`src/logic/adc_serial_regs.vh`:
```
// constants for the serial control port of the eight-channel converter:
// control byte fields, power mode codes and sequence counts.
// assumes inclusion by bare name from the design files.
`ifndef ADC_SERIAL_REGS_VH
`define ADC_SERIAL_REGS_VH

// ----------------------------------------------------------------
// control byte field positions (msb first on the wire)
// ----------------------------------------------------------------
`define CTL_START_BIT 7
`define CTL_SEL_HI 6
`define CTL_SEL_LO 4
`define CTL_POLARITY_BIT 3
`define CTL_CONFIG_BIT 2
`define CTL_PWR_HI 1
`define CTL_PWR_LO 0
`define CTL_WIDTH 8

// ----------------------------------------------------------------
// power mode codes
// ----------------------------------------------------------------
`define PWR_FULL_POWER_DOWN 2'h0
`define PWR_FAST_POWER_DOWN 2'h1
`define PWR_REDUCED_POWER 2'h2
`define PWR_NORMAL 2'h3

// ----------------------------------------------------------------
// reset values
// ----------------------------------------------------------------
`define RST_CTL 8'h00
`define RST_DAC 12'h000
`define RST_CHANNEL 3'h0

// ----------------------------------------------------------------
// sequence counts, in serial-clock edges
// ----------------------------------------------------------------
// control bits received before tracking starts / hold begins
`define CNT_TRACK_BITS 4'h5
`define CNT_CTL_BITS 4'h8
// conversion step numbers, counted at rising edges after hold
`define STEP_STROBE 4'h2
`define STEP_FIRST 4'h3
`define STEP_LAST 4'he
`define STEP_TAIL 4'hf
// a new start bit is accepted once this step has been driven out
`define STEP_OVERLAP 4'h8
// successive-approximation word: ten result bits and two sub-lsb bits
`define SAR_WIDTH 12
`define SAR_FIRST_TRIAL 12'h800

`endif

```
`src/logic/pin_sync.v`:
```
// two-stage synchroniser for asynchronous pin levels.
// assumes the output is read only in the mclk domain.
`timescale 1ns/1ps

module pin_sync #(
   parameter WIDTH = 1,
   parameter [WIDTH-1:0] INIT = {WIDTH{1'b0}}
) (
   // clock and reset
   input wire mclk,
   input wire reset_n,
   // pin side and synchronised side
   input wire [WIDTH-1:0] pin_in,
   output reg [WIDTH-1:0] level_out
);

   reg [WIDTH-1:0] meta_r;

   // first stage is read by the second stage only
   always @(posedge mclk or negedge reset_n) begin
      if (!reset_n) begin
         meta_r <= INIT;
         level_out <= INIT;
      end else begin
         meta_r <= pin_in;
         level_out <= meta_r;
      end
   end

endmodule

```
`src/logic/adc_serial_control_port.v`:
```
// serial control and sequencing of an eight-channel successive
// approximation converter: start bit search, control byte decode,
// track/hold timing, result framing and power mode handling.
// assumes a host master drives sclk, cs_n and din; the analog side
// supplies the comparator level and obeys the mux and dac outputs.
// Summary of operation
// - track/hold starts tracking at sclk fall after fifth control bit
// - track/hold enters hold at sclk fall after eighth control bit
// - single-ended uses common as negative; differential converts pair
// - at conversion end the positive input tracks the channel again
// - single-ended codes 0..7 select channels 0,2,4,6,1,3,5,7
// - differential codes pair even/odd channels, upper codes swap polarity
// - control byte: start, select 6..4, polarity, config, power 1..0
// - polarity bit one means unipolar, zero means bipolar
// - config bit one means single-ended, zero pseudo-differential
// - power field: 00 full down, 01 fast, 10 reduced, 11 normal
// - with cs low each sclk rise shifts one din bit in
// - leading zeros ignored; first one received is the start bit
// - result bytes: three zeros, result, two sub-lsb bits, one zero
// - strobe high one sclk period just before result msb
// - each conversion needs a control byte and takes 16 clocks
// - strobe and data out change only on sclk rising edges or at hardware shutdown
// - unipolar straight binary, bipolar two's complement, msb first
// - start bit also accepted after result bit 4 has been driven
// - data out and strobe go high impedance while cs is high
// - power modes apply after conversion; shutdown aborts at once
`timescale 1ns/1ps
`include "adc_serial_regs.vh"

module adc_serial_control_port (
   // clock and reset
   input wire mclk,
   input wire reset_n,
   // serial pins from the host
   input wire sclk,
   input wire cs_n,
   input wire din,
   // hardware shutdown pin
   input wire hardware_shutdown_n,
   // comparator decision from the analog core
   input wire comparator_hi,
   // serial pins to the host
   output reg dout,
   output reg dout_oe,
   output reg conversion_strobe,
   output reg conversion_strobe_oe,
   // track/hold and input multiplexer
   output reg hold_capacitor_track,
   output reg hold_capacitor_to_neg,
   output reg [2:0] pos_channel,
   output reg [2:0] neg_channel,
   output reg neg_is_common,
   output reg unipolar,
   // successive-approximation trial code
   output reg [11:0] dac_code,
   // power state
   output reg [1:0] power_mode,
   output reg shutdown_active,
   output reg converting
);

   // ----------------------------------------------------------------
   // state encodings
   // ----------------------------------------------------------------
   localparam [1:0] RX_IDLE = 2'b01;
   localparam [1:0] RX_CTL = 2'b10;
   localparam [1:0] CV_IDLE = 2'b01;
   localparam [1:0] CV_RUN = 2'b10;

   // ----------------------------------------------------------------
   // pin synchronisers
   // ----------------------------------------------------------------
   wire sclk_s;
   wire cs_n_s;
   wire din_s;
   wire shut_n_s;
   wire comp_s;

   pin_sync #(.WIDTH(5), .INIT(5'h0e)) u_sync (
      .mclk(mclk),
      .reset_n(reset_n),
      .pin_in({sclk, cs_n, din, hardware_shutdown_n, comparator_hi}),
      .level_out({sclk_s, cs_n_s, din_s, shut_n_s, comp_s})
   );

   reg sclk_d_r;
   wire sclk_rise = sclk_s & ~sclk_d_r;
   wire sclk_fall = ~sclk_s & sclk_d_r;

   // ----------------------------------------------------------------
   // state registers
   // ----------------------------------------------------------------
   reg [1:0] rx_state_r;
   reg [1:0] rx_state_nxt;
   reg [3:0] rx_cnt_r;
   reg [3:0] rx_cnt_nxt;
   reg [7:0] ctl_r;
   reg [7:0] ctl_nxt;
   reg [1:0] cv_state_r;
   reg [1:0] cv_state_nxt;
   reg [3:0] step_r;
   reg [3:0] step_nxt;
   reg [11:0] mask_r;
   reg [11:0] mask_nxt;
   reg [1:0] pend_pwr_r;
   reg [1:0] pend_pwr_nxt;
   reg bipolar_r;
   reg bipolar_nxt;

   // output next values
   reg dout_nxt;
   reg strobe_nxt;
   reg track_nxt;
   reg to_neg_nxt;
   reg [2:0] pos_nxt;
   reg [2:0] neg_nxt;
   reg neg_com_nxt;
   reg uni_nxt;
   reg [11:0] dac_nxt;
   reg [1:0] pwr_nxt;

   wire [3:0] step_inc = step_r + 4'h1;
   // sel bits sit at ctl_r[3:1] once five bits are in
   wire [2:0] sel_part = ctl_r[3:1];
   wire [2:0] sel_full = ctl_r[`CTL_SEL_HI:`CTL_SEL_LO];
   // overlap: a fresh start bit may arrive late in a conversion
   wire start_ok = (rx_state_r == RX_IDLE) &&
                   ((cv_state_r == CV_IDLE) ||
                    (step_r >= `STEP_OVERLAP));

   // ----------------------------------------------------------------
   // next-state logic
   // ----------------------------------------------------------------
   always @* begin
      rx_state_nxt = rx_state_r;
      rx_cnt_nxt = rx_cnt_r;
      ctl_nxt = ctl_r;
      cv_state_nxt = cv_state_r;
      step_nxt = step_r;
      mask_nxt = mask_r;
      pend_pwr_nxt = pend_pwr_r;
      bipolar_nxt = bipolar_r;
      dout_nxt = dout;
      strobe_nxt = conversion_strobe;
      track_nxt = hold_capacitor_track;
      to_neg_nxt = hold_capacitor_to_neg;
      pos_nxt = pos_channel;
      neg_nxt = neg_channel;
      neg_com_nxt = neg_is_common;
      uni_nxt = unipolar;
      dac_nxt = dac_code;
      pwr_nxt = power_mode;

      // conversion steps are paced by the serial clock itself
      if (sclk_rise && cv_state_r == CV_RUN) begin
         step_nxt = step_inc;
         strobe_nxt = (step_inc == `STEP_STROBE);
         dout_nxt = 1'b0;
         if (step_inc >= `STEP_FIRST && step_inc <= `STEP_LAST) begin
            // keep or drop the trial bit, then try the next lower one
            dac_nxt = (dac_code & ~mask_r) |
                      (comp_s ? mask_r : 12'h000) |
                      (mask_r >> 1);
            mask_nxt = mask_r >> 1;
            // two's complement in bipolar mode flips the msb
            if (mask_r == `SAR_FIRST_TRIAL && bipolar_r)
               dout_nxt = ~comp_s;
            else
               dout_nxt = comp_s;
         end
         if (step_inc == `STEP_TAIL) begin
            cv_state_nxt = CV_IDLE;
            step_nxt = 4'h0;
            track_nxt = 1'b1;
            to_neg_nxt = 1'b0;
            // a control byte already under way keeps full power
            if (rx_state_r == RX_IDLE)
               pwr_nxt = pend_pwr_r;
         end
      end

      // control byte reception
      if (sclk_rise && !cs_n_s) begin
         if (rx_state_r == RX_IDLE) begin
            if (din_s && start_ok) begin
               // zeros before the first one are simply dropped
               rx_state_nxt = RX_CTL;
               rx_cnt_nxt = 4'h1;
               ctl_nxt = 8'h01;
               pwr_nxt = `PWR_NORMAL;
            end
         end else if (rx_cnt_r < `CNT_CTL_BITS) begin
            ctl_nxt = {ctl_r[6:0], din_s};
            rx_cnt_nxt = rx_cnt_r + 4'h1;
         end
      end

      if (sclk_fall && rx_state_r == RX_CTL) begin
         if (rx_cnt_r == `CNT_TRACK_BITS) begin
            // positive channel is the select code rotated left by one
            pos_nxt = {sel_part[1], sel_part[0], sel_part[2]};
            track_nxt = 1'b1;
         end
         if (rx_cnt_r == `CNT_CTL_BITS) begin
            rx_state_nxt = RX_IDLE;
            rx_cnt_nxt = 4'h0;
            track_nxt = 1'b0;
            to_neg_nxt = 1'b1;
            cv_state_nxt = CV_RUN;
            step_nxt = 4'h0;
            mask_nxt = `SAR_FIRST_TRIAL;
            dac_nxt = `SAR_FIRST_TRIAL;
            uni_nxt = ctl_r[`CTL_POLARITY_BIT];
            bipolar_nxt = ~ctl_r[`CTL_POLARITY_BIT];
            pend_pwr_nxt = ctl_r[`CTL_PWR_HI:`CTL_PWR_LO];
            pos_nxt = {sel_full[1:0], sel_full[2]};
            if (ctl_r[`CTL_CONFIG_BIT]) begin
               neg_com_nxt = 1'b1;
               neg_nxt = `RST_CHANNEL;
            end else begin
               // odd partner of the pair; upper codes swap roles
               neg_com_nxt = 1'b0;
               neg_nxt = {sel_full[1], sel_full[0], ~sel_full[2]};
            end
         end
      end

      // hardware shutdown overrides sequencing, data out, strobe, track/hold and power at once
      if (!shut_n_s) begin
         rx_state_nxt = RX_IDLE;
         rx_cnt_nxt = 4'h0;
         cv_state_nxt = CV_IDLE;
         step_nxt = 4'h0;
         strobe_nxt = 1'b0;
         dout_nxt = 1'b0;
         track_nxt = 1'b1;
         to_neg_nxt = 1'b0;
         pwr_nxt = `PWR_FULL_POWER_DOWN;
      end
   end

   // ----------------------------------------------------------------
   // registers
   // ----------------------------------------------------------------
   always @(posedge mclk or negedge reset_n) begin
      if (!reset_n) begin
         sclk_d_r <= 1'b0;
         rx_state_r <= RX_IDLE;
         rx_cnt_r <= 4'h0;
         ctl_r <= `RST_CTL;
         cv_state_r <= CV_IDLE;
         step_r <= 4'h0;
         mask_r <= `RST_DAC;
         pend_pwr_r <= `PWR_NORMAL;
         bipolar_r <= 1'b0;
         dout <= 1'b0;
         conversion_strobe <= 1'b0;
         hold_capacitor_track <= 1'b1;
         hold_capacitor_to_neg <= 1'b0;
         pos_channel <= `RST_CHANNEL;
         neg_channel <= `RST_CHANNEL;
         neg_is_common <= 1'b1;
         unipolar <= 1'b1;
         dac_code <= `RST_DAC;
         power_mode <= `PWR_NORMAL;
      end else begin
         sclk_d_r <= sclk_s;
         rx_state_r <= rx_state_nxt;
         rx_cnt_r <= rx_cnt_nxt;
         ctl_r <= ctl_nxt;
         cv_state_r <= cv_state_nxt;
         step_r <= step_nxt;
         mask_r <= mask_nxt;
         pend_pwr_r <= pend_pwr_nxt;
         bipolar_r <= bipolar_nxt;
         dout <= dout_nxt;
         conversion_strobe <= strobe_nxt;
         hold_capacitor_track <= track_nxt;
         hold_capacitor_to_neg <= to_neg_nxt;
         pos_channel <= pos_nxt;
         neg_channel <= neg_nxt;
         neg_is_common <= neg_com_nxt;
         unipolar <= uni_nxt;
         dac_code <= dac_nxt;
         power_mode <= pwr_nxt;
      end
   end

   // ----------------------------------------------------------------
   // pin enables and status flags
   // ----------------------------------------------------------------
   // enables follow the synchronised chip select, so they lag the pin
   // by about three mclk periods
   always @(posedge mclk or negedge reset_n) begin
      if (!reset_n) begin
         dout_oe <= 1'b0;
         conversion_strobe_oe <= 1'b0;
         shutdown_active <= 1'b0;
         converting <= 1'b0;
      end else begin
         dout_oe <= ~cs_n_s;
         conversion_strobe_oe <= ~cs_n_s;
         shutdown_active <= ~shut_n_s;
         converting <= (cv_state_nxt == CV_RUN);
      end
   end

endmodule

```
`config.mk`:
```
export PLATFORM = sky130hd
export DESIGN_NAME = adc_serial_control_port
export DESIGN_NICKNAME = d
export VERILOG_FILES = /design/src/logic/pin_sync.v /design/src/logic/adc_serial_control_port.v
export VERILOG_INCLUDE_DIRS = /design/src /design/src/logic
export SDC_FILE = /design/constraint.sdc
export NUM_CORES = 1
export LEC_CHECK = 0
export BUFFER_PORTS_ARGS = -buffer_cell sky130_fd_sc_hd__buf_2
export CAP_MARGIN = 25
export CORE_MARGIN = 4
export CORE_UTILIZATION = 44
export CTS_CLUSTER_DIAMETER = 150
export CTS_CLUSTER_SIZE = 12
export DETAILED_ROUTE_END_ITERATION = 10
export HOLD_SLACK_MARGIN = 0.05
export PLACE_DENSITY_LB_ADDON = 0.12
export SLEW_MARGIN = 20
export SYNTH_ARGS = -nofsm -noshare
export SYNTH_HDL_FRONTEND = slang
export SYNTH_SLANG_ARGS = --single-unit
```
`constraint.sdc`:
```
create_clock -name mclk -period 3.9 [get_ports mclk]
set_clock_uncertainty 0.2 [all_clocks]
set_input_delay 0.78 -clock mclk [delete_from_list [all_inputs] [get_ports mclk]]
set_output_delay 0.78 -clock mclk [all_outputs]
set_load 0.01 [all_outputs]
```
==> implementation parameters <==
Parameter                              Value

Route
  Detailed-routing iteration count for the pre-antenna-repair pass    4
  WL/cell    15.2 um
  Routed WL    between 7000 and 8000 um
  Number of nets still failing antenna checks after routing    0
  1st-iter DRT viols    about 140
  Count of vias placed by the detailed router    about 2700
  Via density per instance    5.45
  DRC viols    0

Finish
  Leading cell types in the layout, fill and taps excluded    59 x sky130_fd_sc_hd__dfrtp_1, 40 x sky130_fd_sc_hd__nand2_1, 35 x sky130_fd_sc_hd__buf_2
  Flip-flop and latch area    about 1900 um^2
  FILL cells    roughly 730
  Fraction of final layout cells with drive strength greater than 1    between 20 and 25%
  Most common library cell in the layout ignoring fill and taps    sky130_fd_sc_hd__dfrtp_1
  Final cell utilization of the core    about half
  Antenna Cells    0
  Final-stage net count    approximately 400
  Footprint of the multi-input gates    between 1000 and 1500 um^2
  Area added between synthesis and finish    12.9%

Timing
  Final number of max-transition violations    0
  Final Cycle Share    slightly below 70%
  Total count of hold-check failures in the final report    0
  Tmin final    2700 ps
  Worst max-slew margin expressed relative to the limit    between 30% and 40%
  Number of failing setup endpoints in the final timing report    0
  Minimum setup slack in the final design    about 1200 ps
  Total negative slack for setup checks    0 ps
  Least-Margin Pin Slew    908 ps
  Max Fclk    approximately 0.37 GHz
  Setup repair after global routing missed its margin    false

Worst setup path
  Data arrival, critical path    around 2700 ps
  Critical path class    flip-flop to flip-flop
  Startpoint class of the critical path    flip-flop
  Largest fanout of any net on the critical path    26
  Critical path endpoint category    flip-flop
  Data required time at the worst endpoint    approximately 3900 ps

CTS
  Number of buffers added by the clock tree synthesis step    9
  Max Buffers Root-to-Sink    2
  Root Buffer    sky130_fd_sc_hd__clkbuf_8
  Gates resized, CTS repair    0
  H-tree depth reported by CTS    3
  Setup Buffers After CTS    0
  Number of clock sinks seen by CTS    74
  Clock tree from TritonCTS    built
  Insertion delay to the later sink of the worst-skew pair    between 300 and 400 ps
  Cts hold-fix bufs    0
  Clock-pin transition on the worst setup and hold timing paths    around 70 ps

GRT
  Pin count of the biggest net entering global routing    75
  First-pass GRT wire length    about 13000 um
  Number of antenna violations at the first check in global routing    0
  GRT overflow    0
  Vias in the first global route    roughly 2600
  Gr usage total    between 15 and 20%

Power
  Final total power    1.50 mW
  Max VDD drop    0.191 mV
  Static leakage    roughly 1.7 nW
  Power density of the placed cells    roughly 380 nW/um^2

Yosys
  FFs w/ async S/R, synth    100%
  Post-synthesis simple-gate area fraction    between 10% and 20%
  Most used flip-flop cell after synthesis    sky130_fd_sc_hd__dfrtp_1
  Synthesis-stage register bit count    between 70 and 80
  Synth Warn #    0
  Sequential element share of the synthesized area    around 53%
  Area share of the largest cell type after synthesis    roughly two fifths
  Mux share of post-synthesis cell area    1.17%
  Main combinational cell family by area after synthesis    compound AO/OA/AOI/OAI gates
  Count of mapped cells out of synthesis    ~350
  Net Count, Synth    between 300 and 400
  Avg Synthesized Cell Area    around 10 um^2
  Post-Synth XOR/XNOR Area    1.24%
  Count of flip-flops with a built-in enable after synthesis    0
  Unique cell type count in the Yosys netlist    51
  Mapped cell area    between 3000 and 4000 um^2
  Compound-gate portion of the synthesized area    19.6%
  Synth area leaders    sky130_fd_sc_hd__dfrtp_1 42%, sky130_fd_sc_hd__dfstp_2 11%, sky130_fd_sc_hd__nand2_1 4.3%, sky130_fd_sc_hd__a21oi_1 3.8%, sky130_fd_sc_hd__inv_1 2.9%
  Dominant cell type by area after synthesis    sky130_fd_sc_hd__dfrtp_1
  Share of synthesized cell area in full adder, half adder and majority cells    about 2.5%

Placement
  Worst setup slack after placement    1210 ps
  Routability congestion estimate    slightly above 0.8
  Estimated wirelength of the detail-placed design    4790 um
  # port buffers    36

Die
  Die H    between 90 and 100 um
  Core Region    7770 um^2
  Die Outline Area    ~9500 um^2
  Rows    32
  Number of ports placed on the die boundary    37
  Starting density of the core    between 40% and 50%
  Die extent in x    between 90 and 100 um

Min path
  Worst hold path class    flip-flop to flip-flop

Status
  Run status    complete, no violations

Flow run
  Total of max-cap violations    0
-- critical path: stages, from the launching register on --
cell and delay (ps):
sky130_fd_sc_hd__dfrtp_1 490, sky130_fd_sc_hd__inv_1 100, sky130_fd_sc_hd__ha_1 330, sky130_fd_sc_hd__and4b_1 190, sky130_fd_sc_hd__nor3_2 100, sky130_fd_sc_hd__buf_4 270
sky130_fd_sc_hd__o21ai_2 90, sky130_fd_sc_hd__buf_4 230, sky130_fd_sc_hd__a2111oi_0 480, sky130_fd_sc_hd__a211oi_1 90
-- stage by stage --
step | hold WS [ps] | cells | cell area (um^2)
finish | 157 | 489 | 3990
global route | 163 | 489 | 3990
CTS | 158 | 489 | 3990
detailed placement | 143 | 473 | 3770
global placement | 133 | 473 | 3770
floorplan | 131 | 353 | 3530
-- kinds of logic after synthesis --
logic type               Yosys count
XOR/XNOR                           5
AND/OR/NAND/NOR                  112
AO/OA/AOI/OAI                    100
adder cells (fa/ha/maj)            7
flip-flops                        74
multiplexers                       4
buffers and inverters             51
-- worst paths after layout --
path                            slack, ps             endpoint  depth (start not counted)        startpoint
worst max register to register       1200          dac_code[3]                          9         step_r[0]
min in group asynchronous             340          dac_code[8]                          1           reset_n
worst min register to register        160  u_sync.level_out[1]                          0  u_sync.meta_r[1]
worst max-delay path                 1200          dac_code[3]                          9         step_r[0]
worst min-delay path                  160  u_sync.level_out[1]                          0  u_sync.meta_r[1]
max in group asynchronous            2560            step_r[1]                          1           reset_n
-- layout make-up --
type / count / share of cell area (%)
Sequential cell: 74 / 46.9
Multi-Input combinational cell: 228 / 36.1
Timing Repair Buffer: 42 / 5.71
Clock buffer: 10 / 3.20
Tap cell: 102 / 3.20
Inverter: 27 / 2.54
Clock inverter: 6 / 2.29
-- synthesized netlist by cell type (3+ instances only) --
library cell	n
sky130_fd_sc_hd__a2111oi_0	10
sky130_fd_sc_hd__a211oi_1	10
sky130_fd_sc_hd__a21oi_1	27
sky130_fd_sc_hd__a31oi_1	3
sky130_fd_sc_hd__buf_1	3
sky130_fd_sc_hd__buf_4	4
sky130_fd_sc_hd__clkbuf_1	13
sky130_fd_sc_hd__dfrtp_1	59
sky130_fd_sc_hd__dfstp_2	15
sky130_fd_sc_hd__ha_1	7
sky130_fd_sc_hd__inv_1	27
sky130_fd_sc_hd__mux2i_1	3
sky130_fd_sc_hd__nand2_1	40
sky130_fd_sc_hd__nand3_1	14
sky130_fd_sc_hd__nand3b_1	6
sky130_fd_sc_hd__nor2_1	22
sky130_fd_sc_hd__nor2b_1	5
sky130_fd_sc_hd__nor3_1	6
sky130_fd_sc_hd__o211ai_1	13
sky130_fd_sc_hd__o21ai_0	14
sky130_fd_sc_hd__o221ai_1	10
sky130_fd_sc_hd__xor2_1	4
-- report_power, final --
group	switching, mW	internal, mW
combinational	0.0299	0.0119
sequential	0.0109	0.783
clock	0.300	0.364
-- per-layer routing --
layer	part of all wire, %	GRT usage [%]	vias up
li1	-	-	1311
met1	50	23.1	1305
met2	45	23.9	45
met3	4.0	5.03	6
met4	1.2	5.86	0
met5	0	0	-
-- sequential cells by signal (all words and copies together), names as in the netlist, 2 cells and up --
signal            cells
mask_r               12
u_sync.level_out      5
neg_channel           3
rx_state_r            2
ctl_r                 7
step_r                4
pend_pwr_r            2
rx_cnt_r              4
pos_channel           3
dac_code             12
u_sync.meta_r         5
cv_state_r            2
power_mode            2
Power figures use the tool's default switching activity.
